===== config.mk =====
export PLATFORM = sky130hd
export DESIGN_NAME = pch_config_header
export DESIGN_NICKNAME = d
export VERILOG_FILES = /design/src/pch_pkg.sv /design/src/pch_config_header.sv
export SDC_FILE = /design/constraint.sdc
export NUM_CORES = 1
export LEC_CHECK = 0
export BUFFER_PORTS_ARGS = -buffer_cell sky130_fd_sc_hd__buf_2
export CAP_MARGIN = 10
export CELL_PAD_IN_SITES_DETAIL_PLACEMENT = 1
export CELL_PAD_IN_SITES_GLOBAL_PLACEMENT = 2
export CORE_UTILIZATION = 26
export CTS_CLUSTER_DIAMETER = 50
export CTS_CLUSTER_SIZE = 25
export DETAILED_ROUTE_END_ITERATION = 10
export GPL_TIMING_DRIVEN = 0
export PLACE_DENSITY_LB_ADDON = 0.15
export SYNTH_ARGS = -nofsm -noshare
export SYNTH_HDL_FRONTEND = slang
export SYNTH_SLANG_ARGS = --single-unit

===== constraint.sdc =====
create_clock -name sys_clk -period 1.95 [get_ports sys_clk]
set_input_delay 0.39 -clock sys_clk [delete_from_list [all_inputs] [get_ports sys_clk]]
set_output_delay 0.39 -clock sys_clk [all_outputs]
set_load 0.02 [all_outputs]

===== src/pch_pkg.sv =====
// Constants and types for the configuration header register slice.
// Assumes one PCI clock domain and a config port fed by the local target logic.
//
// Functional notes
// Read-only revision byte returns a chosen design revision number.
// Class code is 24 read-only bits: base, sub-class, programming interface.
// Base class byte, bits 23 to 16, always reads serial bus controller code.
// Sub-class byte, bits 15 to 8, always reads USB host controller code.
// Programming interface reads one value for full/low-speed, another for high-speed.
// Cache line size is a read/write byte counted in doublewords.
// Cache line size clears to zero on reset.
// Bus master picks memory read, read line or read multiple by line size.
// Latency timer is a read/write byte in PCI clocks, reset to zero.
// Header type bit 7 is read-only one: multi-function device.
// Header type bits 6 to 0 read-only zero: layout from offset 0x10.
// Base register bit 0 is read-only zero: memory space.
// Base register writable bits 31:12 full/low-speed, 31:8 high-speed.
// Base register places the operational registers and resets to zero.
// Configuration software sizes and programs the base register before OS hand-off.
// Writes to read-only bits and bits below the window are ignored.
package pch_pkg;

	// ----------------------------------------
	// Register byte offsets
	// ----------------------------------------
	localparam logic [7:0] OFS_REVISION = 8'h08;
	localparam logic [7:0] OFS_CLASS = 8'h09;
	localparam logic [7:0] OFS_CACHE_LINE = 8'h0c;
	localparam logic [7:0] OFS_LATENCY = 8'h0d;
	localparam logic [7:0] OFS_HEADER = 8'h0e;
	localparam logic [7:0] OFS_BAR0 = 8'h10;

	// ----------------------------------------
	// Fixed field values and reset values
	// ----------------------------------------
	localparam logic [7:0] BASE_CLASS_SERIAL = 8'h0c;
	localparam logic [7:0] SUB_CLASS_USB_HC = 8'h03;
	localparam logic [7:0] PROG_IF_FULL_SPEED = 8'h10;
	localparam logic [7:0] PROG_IF_HIGH_SPEED = 8'h20;
	localparam logic MULTI_FUNCTION = 1'h1;
	localparam logic [6:0] HEADER_LAYOUT = 7'h00;
	localparam logic [7:0] CACHE_LINE_RESET = 8'h00;
	localparam logic [7:0] LATENCY_RESET = 8'h00;
	localparam logic [31:0] BAR0_RESET = 32'h0000_0000;
	localparam logic [31:0] BAR0_MASK_FULL_SPEED = 32'hffff_f000;
	localparam logic [31:0] BAR0_MASK_HIGH_SPEED = 32'hffff_ff00;

	// ----------------------------------------
	// Master memory read commands
	// ----------------------------------------
	localparam logic [3:0] CMD_MEM_READ = 4'h6;
	localparam logic [3:0] CMD_MEM_READ_MULTIPLE = 4'hc;
	localparam logic [3:0] CMD_MEM_READ_LINE = 4'he;

	// ----------------------------------------
	// Configuration access carrier
	// ----------------------------------------
	typedef struct packed {
		logic rd;
		logic wr;
		logic [5:0] dw_addr;
		logic [3:0] byte_en;
		logic [31:0] wdata;
	} pch_cfg_req_t;

endpackage


===== src/pch_config_header.sv =====
// Configuration header slice: revision, class code, cache line size,
// latency timer, header type and memory base register 0.
// Assumes config cycles arrive decoded from the PCI target logic on sys_clk.
`timescale 1ns/1ps
`default_nettype none

module pch_config_header #(
	parameter bit HIGH_SPEED = 1'b0,
	// Arbitrary revision value
	parameter logic [7:0] REVISION = 8'h01
) (
	// Clock and reset
	input wire logic sys_clk,
	input wire logic srst,
	// Configuration access port
	input wire pch_pkg::pch_cfg_req_t cfg_req,
	output var logic cfg_ack_ff,
	output var logic [31:0] cfg_rdata_ff,
	// Bus master read command selection
	input wire logic mrd_req,
	input wire logic [7:0] mrd_len_dw,
	output var logic mrd_cmd_valid_ff,
	output var logic [3:0] mrd_cmd_ff,
	// Programmed values for the rest of the function
	output var logic [7:0] cache_line_size_ff,
	output var logic [7:0] master_latency_timer_ff,
	output var logic [31:0] memory_base_address_0_ff
);

	// ----------------------------------------
	// Helpers
	// ----------------------------------------

	// Byte-lane merge of a write into a held word
	function automatic logic [31:0] merge_bytes(input logic [31:0] old_val,
		input logic [31:0] new_val, input logic [3:0] be);
		logic [31:0] res;
		res = old_val;
		for (int i = 0; i < 4; i++) begin
			if (be[i]) begin
				res[8*i +: 8] = new_val[8*i +: 8];
			end
		end
		return res;
	endfunction

	// ----------------------------------------
	// Fixed values and decode
	// ----------------------------------------

	// Window size differs between full/low-speed and high-speed functions
	wire logic [31:0] bar_mask = HIGH_SPEED ? pch_pkg::BAR0_MASK_HIGH_SPEED
		: pch_pkg::BAR0_MASK_FULL_SPEED;
	wire logic [7:0] prog_if = HIGH_SPEED ? pch_pkg::PROG_IF_HIGH_SPEED
		: pch_pkg::PROG_IF_FULL_SPEED;
	wire logic [7:0] header_layout_field = {pch_pkg::MULTI_FUNCTION,
		pch_pkg::HEADER_LAYOUT};
	wire logic [23:0] function_class_code = {pch_pkg::BASE_CLASS_SERIAL,
		pch_pkg::SUB_CLASS_USB_HC, prog_if};

	wire logic [5:0] dw_rev = pch_pkg::OFS_REVISION[7:2];
	wire logic [5:0] dw_cls = pch_pkg::OFS_CACHE_LINE[7:2];
	wire logic [5:0] dw_bar = pch_pkg::OFS_BAR0[7:2];
	wire logic hit_rev = cfg_req.dw_addr == dw_rev;
	wire logic hit_cls = cfg_req.dw_addr == dw_cls;
	wire logic hit_bar = cfg_req.dw_addr == dw_bar;
	wire logic wr_cls = cfg_req.wr && hit_cls;
	wire logic wr_bar = cfg_req.wr && hit_bar;

	// Writable lanes; header byte stays fixed, so only lanes 0 and 1 land
	wire logic [31:0] cls_word = merge_bytes({16'h0000, master_latency_timer_ff,
		cache_line_size_ff}, cfg_req.wdata, cfg_req.byte_en);
	// Bits below the window and bit 0 are masked off, so they read zero
	wire logic [31:0] bar_word = merge_bytes(memory_base_address_0_ff, cfg_req.wdata,
		cfg_req.byte_en) & bar_mask;

	// Read mux; offsets outside this slice answer zero
	wire logic [31:0] rd_word = hit_rev ? {function_class_code, REVISION}
		: hit_cls ? {8'h00, header_layout_field, master_latency_timer_ff,
			cache_line_size_ff}
		: hit_bar ? memory_base_address_0_ff
		: 32'h0000_0000;

	// ----------------------------------------
	// Writable registers
	// ----------------------------------------

	// Cache line size and latency timer; reset clears both
	always_ff @(posedge sys_clk) begin
		if (srst) begin
			cache_line_size_ff <= pch_pkg::CACHE_LINE_RESET;
			master_latency_timer_ff <= pch_pkg::LATENCY_RESET;
		end else if (wr_cls) begin
			cache_line_size_ff <= cls_word[7:0];
			master_latency_timer_ff <= cls_word[15:8];
		end
	end

	// Base register 0: where the operational registers decode
	always_ff @(posedge sys_clk) begin
		if (srst) begin
			memory_base_address_0_ff <= pch_pkg::BAR0_RESET;
		end else if (wr_bar) begin
			memory_base_address_0_ff <= bar_word;
		end
	end

	// ----------------------------------------
	// Config answer
	// ----------------------------------------

	// One cycle after every access; writes answer too so the target can close
	always_ff @(posedge sys_clk) begin
		if (srst) begin
			cfg_ack_ff <= 1'b0;
			cfg_rdata_ff <= 32'h0000_0000;
		end else begin
			cfg_ack_ff <= cfg_req.rd || cfg_req.wr;
			cfg_rdata_ff <= cfg_req.rd ? rd_word : 32'h0000_0000;
		end
	end

	// ----------------------------------------
	// Master read command choice
	// ----------------------------------------

	// Zero line size means unknown, so only a plain read is safe
	wire logic line_known = cache_line_size_ff != 8'h00;
	wire logic [3:0] nxt_cmd = (!line_known || mrd_len_dw <= 8'h01)
		? pch_pkg::CMD_MEM_READ
		: (mrd_len_dw <= cache_line_size_ff) ? pch_pkg::CMD_MEM_READ_LINE
		: pch_pkg::CMD_MEM_READ_MULTIPLE;

	always_ff @(posedge sys_clk) begin
		if (srst) begin
			mrd_cmd_valid_ff <= 1'b0;
			mrd_cmd_ff <= pch_pkg::CMD_MEM_READ;
		end else begin
			mrd_cmd_valid_ff <= mrd_req;
			if (mrd_req) begin
				mrd_cmd_ff <= nxt_cmd;
			end
		end
	end

	wire logic rd_rev = cfg_req.rd && hit_rev;
	wire logic rd_cls = cfg_req.rd && hit_cls;
	wire logic rd_bar = cfg_req.rd && hit_bar;
endmodule

`default_nettype wire


### Word-level counts from Yosys, hierarchy flattened

Index checks and enable logic that the tools add are counted.

* word-level logic and storage cells: 37
* input bits: 55
* output and inout port bits: 86
* bits in registers: 74

* equal/unequal tests: 3
* magnitude comparators: 2
* reductions and logical operators: 14
* bitwise gates (word level): 2
* multiplexer cells: 5

Operator list (number)
* $mux 28: 3
* $eq 6x2->1 const B: 2
* $reduce_and 2->1: 5
* $le 8x1->1 const B: 1
* $le 8x8->1: 1
* $reduce_bool 8->1: 1
* $eq 6x3->1 const B: 1
* $reduce_or 5->1: 1
* $mux 4: 1
* $reduce_or 3->1: 1
* $logic_and 1x1->1: 2
* $logic_or 1x1->1: 2
* $mux 2: 1
* $not 1->1: 2
* $reduce_or 2->1: 1
* $logic_not 1->1: 1

### Logic depth before layout (Yosys ltp)

* word-level depth: 4
* depth in mapped cells: 6
* mapped depth without buffers: 6

### Worst setup path before layout

No wires, ideal clock.

* path type: reg-to-reg
* start point: register cache_line_size_ff[1]
* end point: register mrd_cmd_ff[1]
* stages on the path, launching flop included: 7
* required time: 1830 ps
* clock period less this slack: 1544 ps
* arrival: 1424 ps
* path buffers: 0
* slack: 406 ps
* setup time: 120 ps
* cell sequence: dfxtp_1 inv_1 ha_1 nor2b_1 o211ai_1 a21o_1 a211o_1

* cells in the longest elaborated chain, start to end: 4
* elaborated cells on any way between the ends: 6
* classes of those cells: order compare (1); mux (2); reduce/logical (3)

RTL lines
* start: declaration: line pch_config_header.sv:25 `output var logic [7:0] cache_line_size_ff,`
* start signal: assignment: line pch_config_header.sv:91 `cache_line_size_ff <= pch_pkg::CACHE_LINE_RESET;`
* start signal: assignment: line pch_config_header.sv:94 `cache_line_size_ff <= cls_word[7:0];`
* branches (longest 3 deep; another with $le 8x8->1)
* $mux 4 *: line pch_config_header.sv:130 `? pch_pkg::CMD_MEM_READ`
* end signal: assignment: line pch_config_header.sv:137 `mrd_cmd_ff <= pch_pkg::CMD_MEM_READ;`
* end signal: assignment: line pch_config_header.sv:141 `mrd_cmd_ff <= nxt_cmd;`
* end: declaration: line pch_config_header.sv:23 `output var logic [3:0] mrd_cmd_ff,`

Every way passes the cells marked *.
A chain may end at the register's enable or synchronous reset.

### Final worst setup path

* start point: register cache_line_size_ff[5]
* end point: register mrd_cmd_ff[1]

The elaborated chain is that of the path after synthesis.

==> impl_metrics.env <==
export IMPL_status="finished clean"
export IMPL_synth_area_per_cell_um2=10.2
export IMPL_cts_repair_resized=0
export IMPL_p_total_uw=2860
export IMPL_cts_hold_buf=0
export IMPL_dpl_hpwl_um=6150
export IMPL_cts_setup_buffers=0
export IMPL_grt_remaining_overflow=0
export IMPL_final_antenna_net_count=0
export IMPL_port_buffer_count=125
export IMPL_die_w_um=105
export IMPL_cts_buffers=9
export IMPL_clkTransAtPathRegs_ns=0.08
export IMPL_num_rows=37
export IMPL_powerDensity_mw_per_mm2=749
export IMPL_path_buf_inv=1
export IMPL_vdd_drop_max_v=0.000281
export IMPL_antenna_found_initial=1
export IMPL_syn_inst=273
export IMPL_crit_family="compound AO/OA/AOI/OAI gates"
export IMPL_cpMaxStageDelayCell="dfxtp_1"
export IMPL_tns_ns=0
export IMPL_worst_slew_pin_slew_ns=0.535
export IMPL_worstPathCellList="inv_1 -> ha_1 -> a21oi_1 -> nor2_1 -> a2111oi_0 -> a211o_1"
export IMPL_hold_depth=3
export IMPL_grt_busiest_layer="met2"
export IMPL_grt_max_degree=13
export IMPL_relSlewSlack_pct=64.3
export IMPL_yosysUniqueCellTypes=33
export IMPL_cts_tree="done"
export IMPL_r2r_cells=6
export IMPL_dr_pass1_iters=3
export IMPL_insertion_delay_ns=0.35
export IMPL_htreeDepth=3
export IMPL_rsz0062_at_grt="false"
export IMPL_setup_viol=0
export IMPL_dieHeight_um=105
export IMPL_drc=0
export IMPL_core_mm2=0.0103
export IMPL_end_kind="flip-flop"
export IMPL_wirelength_um=7990
export IMPL_vias_per_cell=4.17
export IMPL_die_area_mm2=0.0111
export IMPL_max_freq_mhz=616
export IMPL_hold_viol=0
export IMPL_grt_util_met3_pct=5.07
export IMPL_drive_above_1_share_pct=38.7
export IMPL_grt_use_total_pct=15.1
export IMPL_wl_per_cell_um=14.2
export IMPL_holdCritPathClass="primary input to flip-flop"
export IMPL_fin_crit_ns=1.62
export IMPL_cts_root_buf="clkbuf_8"
export IMPL_nets=484
export IMPL_yosys_warnings=0
export IMPL_fin_skew_ns=0.0106
export IMPL_grt_pass1_wl_um=12600
export IMPL_start_util_pct=26.9
export IMPL_synth_ff_type="dfxtp_1"
export IMPL_timing_final_crit_share_pct=83.2
export IMPL_synth_edf_count=0
export IMPL_required_ns=2.23
export IMPL_cp_depth=6
export IMPL_slowest_delay_ns=0.40
export IMPL_crit_path_start_kind="flip-flop"
export IMPL_ys_ff_latch=72
export IMPL_ios=141
export IMPL_clockBufferDepth=2
export IMPL_use_met1_pct=17.6
export IMPL_gp_congestion=0.730
export IMPL_antenna_cells=0
export IMPL_async_reset_ff_share_pct=0
export IMPL_slew_viol_final=0
export IMPL_drtIter0Drc=42
export IMPL_cts_num_sinks=72
export IMPL_leakage_uw=0.00213
export IMPL_path_class="flip-flop to flip-flop"
export IMPL_grt_use_met2_pct=25.8
export IMPL_ys_seq_area_share_pct=51.9
export IMPL_crit_fanout=5
export IMPL_worstPathArrival_ns=1.91
export IMPL_maxCapViolations=0
export IMPL_grt_pass1_vias=2465
export IMPL_synth_area_mm2=0.00278
export IMPL_synthToLayoutAreaGrowth_pct=37.4
export IMPL_vias=2345
export IMPL_fillCellCount=1240
## cells in the mapped netlist (2+ instances only)
cell type / number / share of area, %
a31oi_1: 2 / 0.45
dfxtp_1: 72 / 52
mux2i_1: 36 / 13
nor4_1: 3 / 0.68
nor2_1: 44 / 5.9
nand2b_1: 3 / 0.68
nand4_2: 4 / 1.8
a21oi_1: 8 / 1.4
ha_1: 8 / 3.6
and2_1: 25 / 5.6
clkbuf_1: 7 / 0.95
nor2b_1: 2 / 0.45
buf_4: 15 / 4.1
nand3_1: 2 / 0.36
nand2_1: 11 / 1.5
a22oi_1: 3 / 0.81
conb_1: 2 / 0.27
nor3_1: 2 / 0.36
inv_1: 8 / 1.1
a21o_1: 2 / 0.54
nand4_1: 2 / 0.45
## layout make-up
class / count / area (µm²) / area share, %
Clock inverter: 5 / 56.3 / 1.47
Sequential cell: 72 / 1440 / 37.8
Timing Repair Buffer: 125 / 626 / 16.4
Tap cell: 136 / 170 / 4.46
Inverter: 8 / 30.0 / 0.787
Multi-Input combinational cell: 181 / 1200 / 31.4
Buffer: 24 / 155 / 4.06
Clock buffer: 11 / 141 / 3.70
## power by group
group	internal [µW]	total, µW	switching (µW)
Sequential	1470	1480	2.11
Clock	625	1190	566
Combinational	85.1	194	109
## metrics by stage
step	worst slack (ns)	cells	util, %	cell area, µm²	hold WS (ns)
after floorplan	0.406	285	-	2820	0.506
after global placement	0.0286	546	35.1	3620	0.461
after detailed placement	0.0211	546	35.1	3620	0.469
after CTS	0.277	562	37.0	3820	0.255
after global routing	0.149	562	37.0	3820	0.251
final	0.327	562	37.0	3820	0.270
## sequential cells by signal, indices dropped and copies added (netlist names)
signal	flops
master_latency_timer_ff	8
cfg_rdata_ff	32
mrd_cmd_valid_ff	1
cfg_ack_ff	1
mrd_cmd_ff	2
cache_line_size_ff	8
memory_base_address_0_ff	20
## layout by cell type (no fill, tap or decap), types with 3 or more instances in the layout
master and instances:
ha_1 8, clkbuf_8 10, nor2_1 44, nor4_1 3, nand2_1 11, dfxtp_1 72, mux2i_1 36, inv_1 8
buf_2 126, and2_1 25, buf_4 15, clkbuf_1 8, nand4_2 4, nand2b_1 3, conb_1 14, a22oi_1 3
a21oi_1 8
## final timing paths
kind | from | endpoint | slack, ns
worst max-delay path | cache_line_size_ff[5] | mrd_cmd_ff[1] | 0.33
worst min-delay path | cfg_req[10] | master_latency_timer_ff[2] | 0.27
worst max register to register | cache_line_size_ff[5] | mrd_cmd_ff[1] | 0.33
worst min register to register | memory_base_address_0_ff[16] | cfg_rdata_ff[16] | 0.48
## per-layer routing
layer	share of wire [%]	up-vias	routed length (µm)
met5	0	-	0
met4	0.86	0	69
met3	6.6	5	525
met2	49	68	3920
met1	43	1096	3470
li1	-	1176	-
## cell families after synthesis
family | count (synthesis) | synth area share [%]
other | 2 | 0.270
AND/OR/NAND/NOR | 104 | 20.2
AO/OA/AOI/OAI | 19 | 4.41
flip-flops | 72 | 51.9
adder cells (fa/ha/maj) | 8 | 3.60
multiplexers | 36 | 13.0
buffers and inverters | 32 | 6.66
## worst min-delay path, cell delays in order
cell,delay (ns)
buf_2,0.07
mux2i_1,0.05
nor2_1,0.07
No activity file was read; power rests on OpenSTA's default activity.
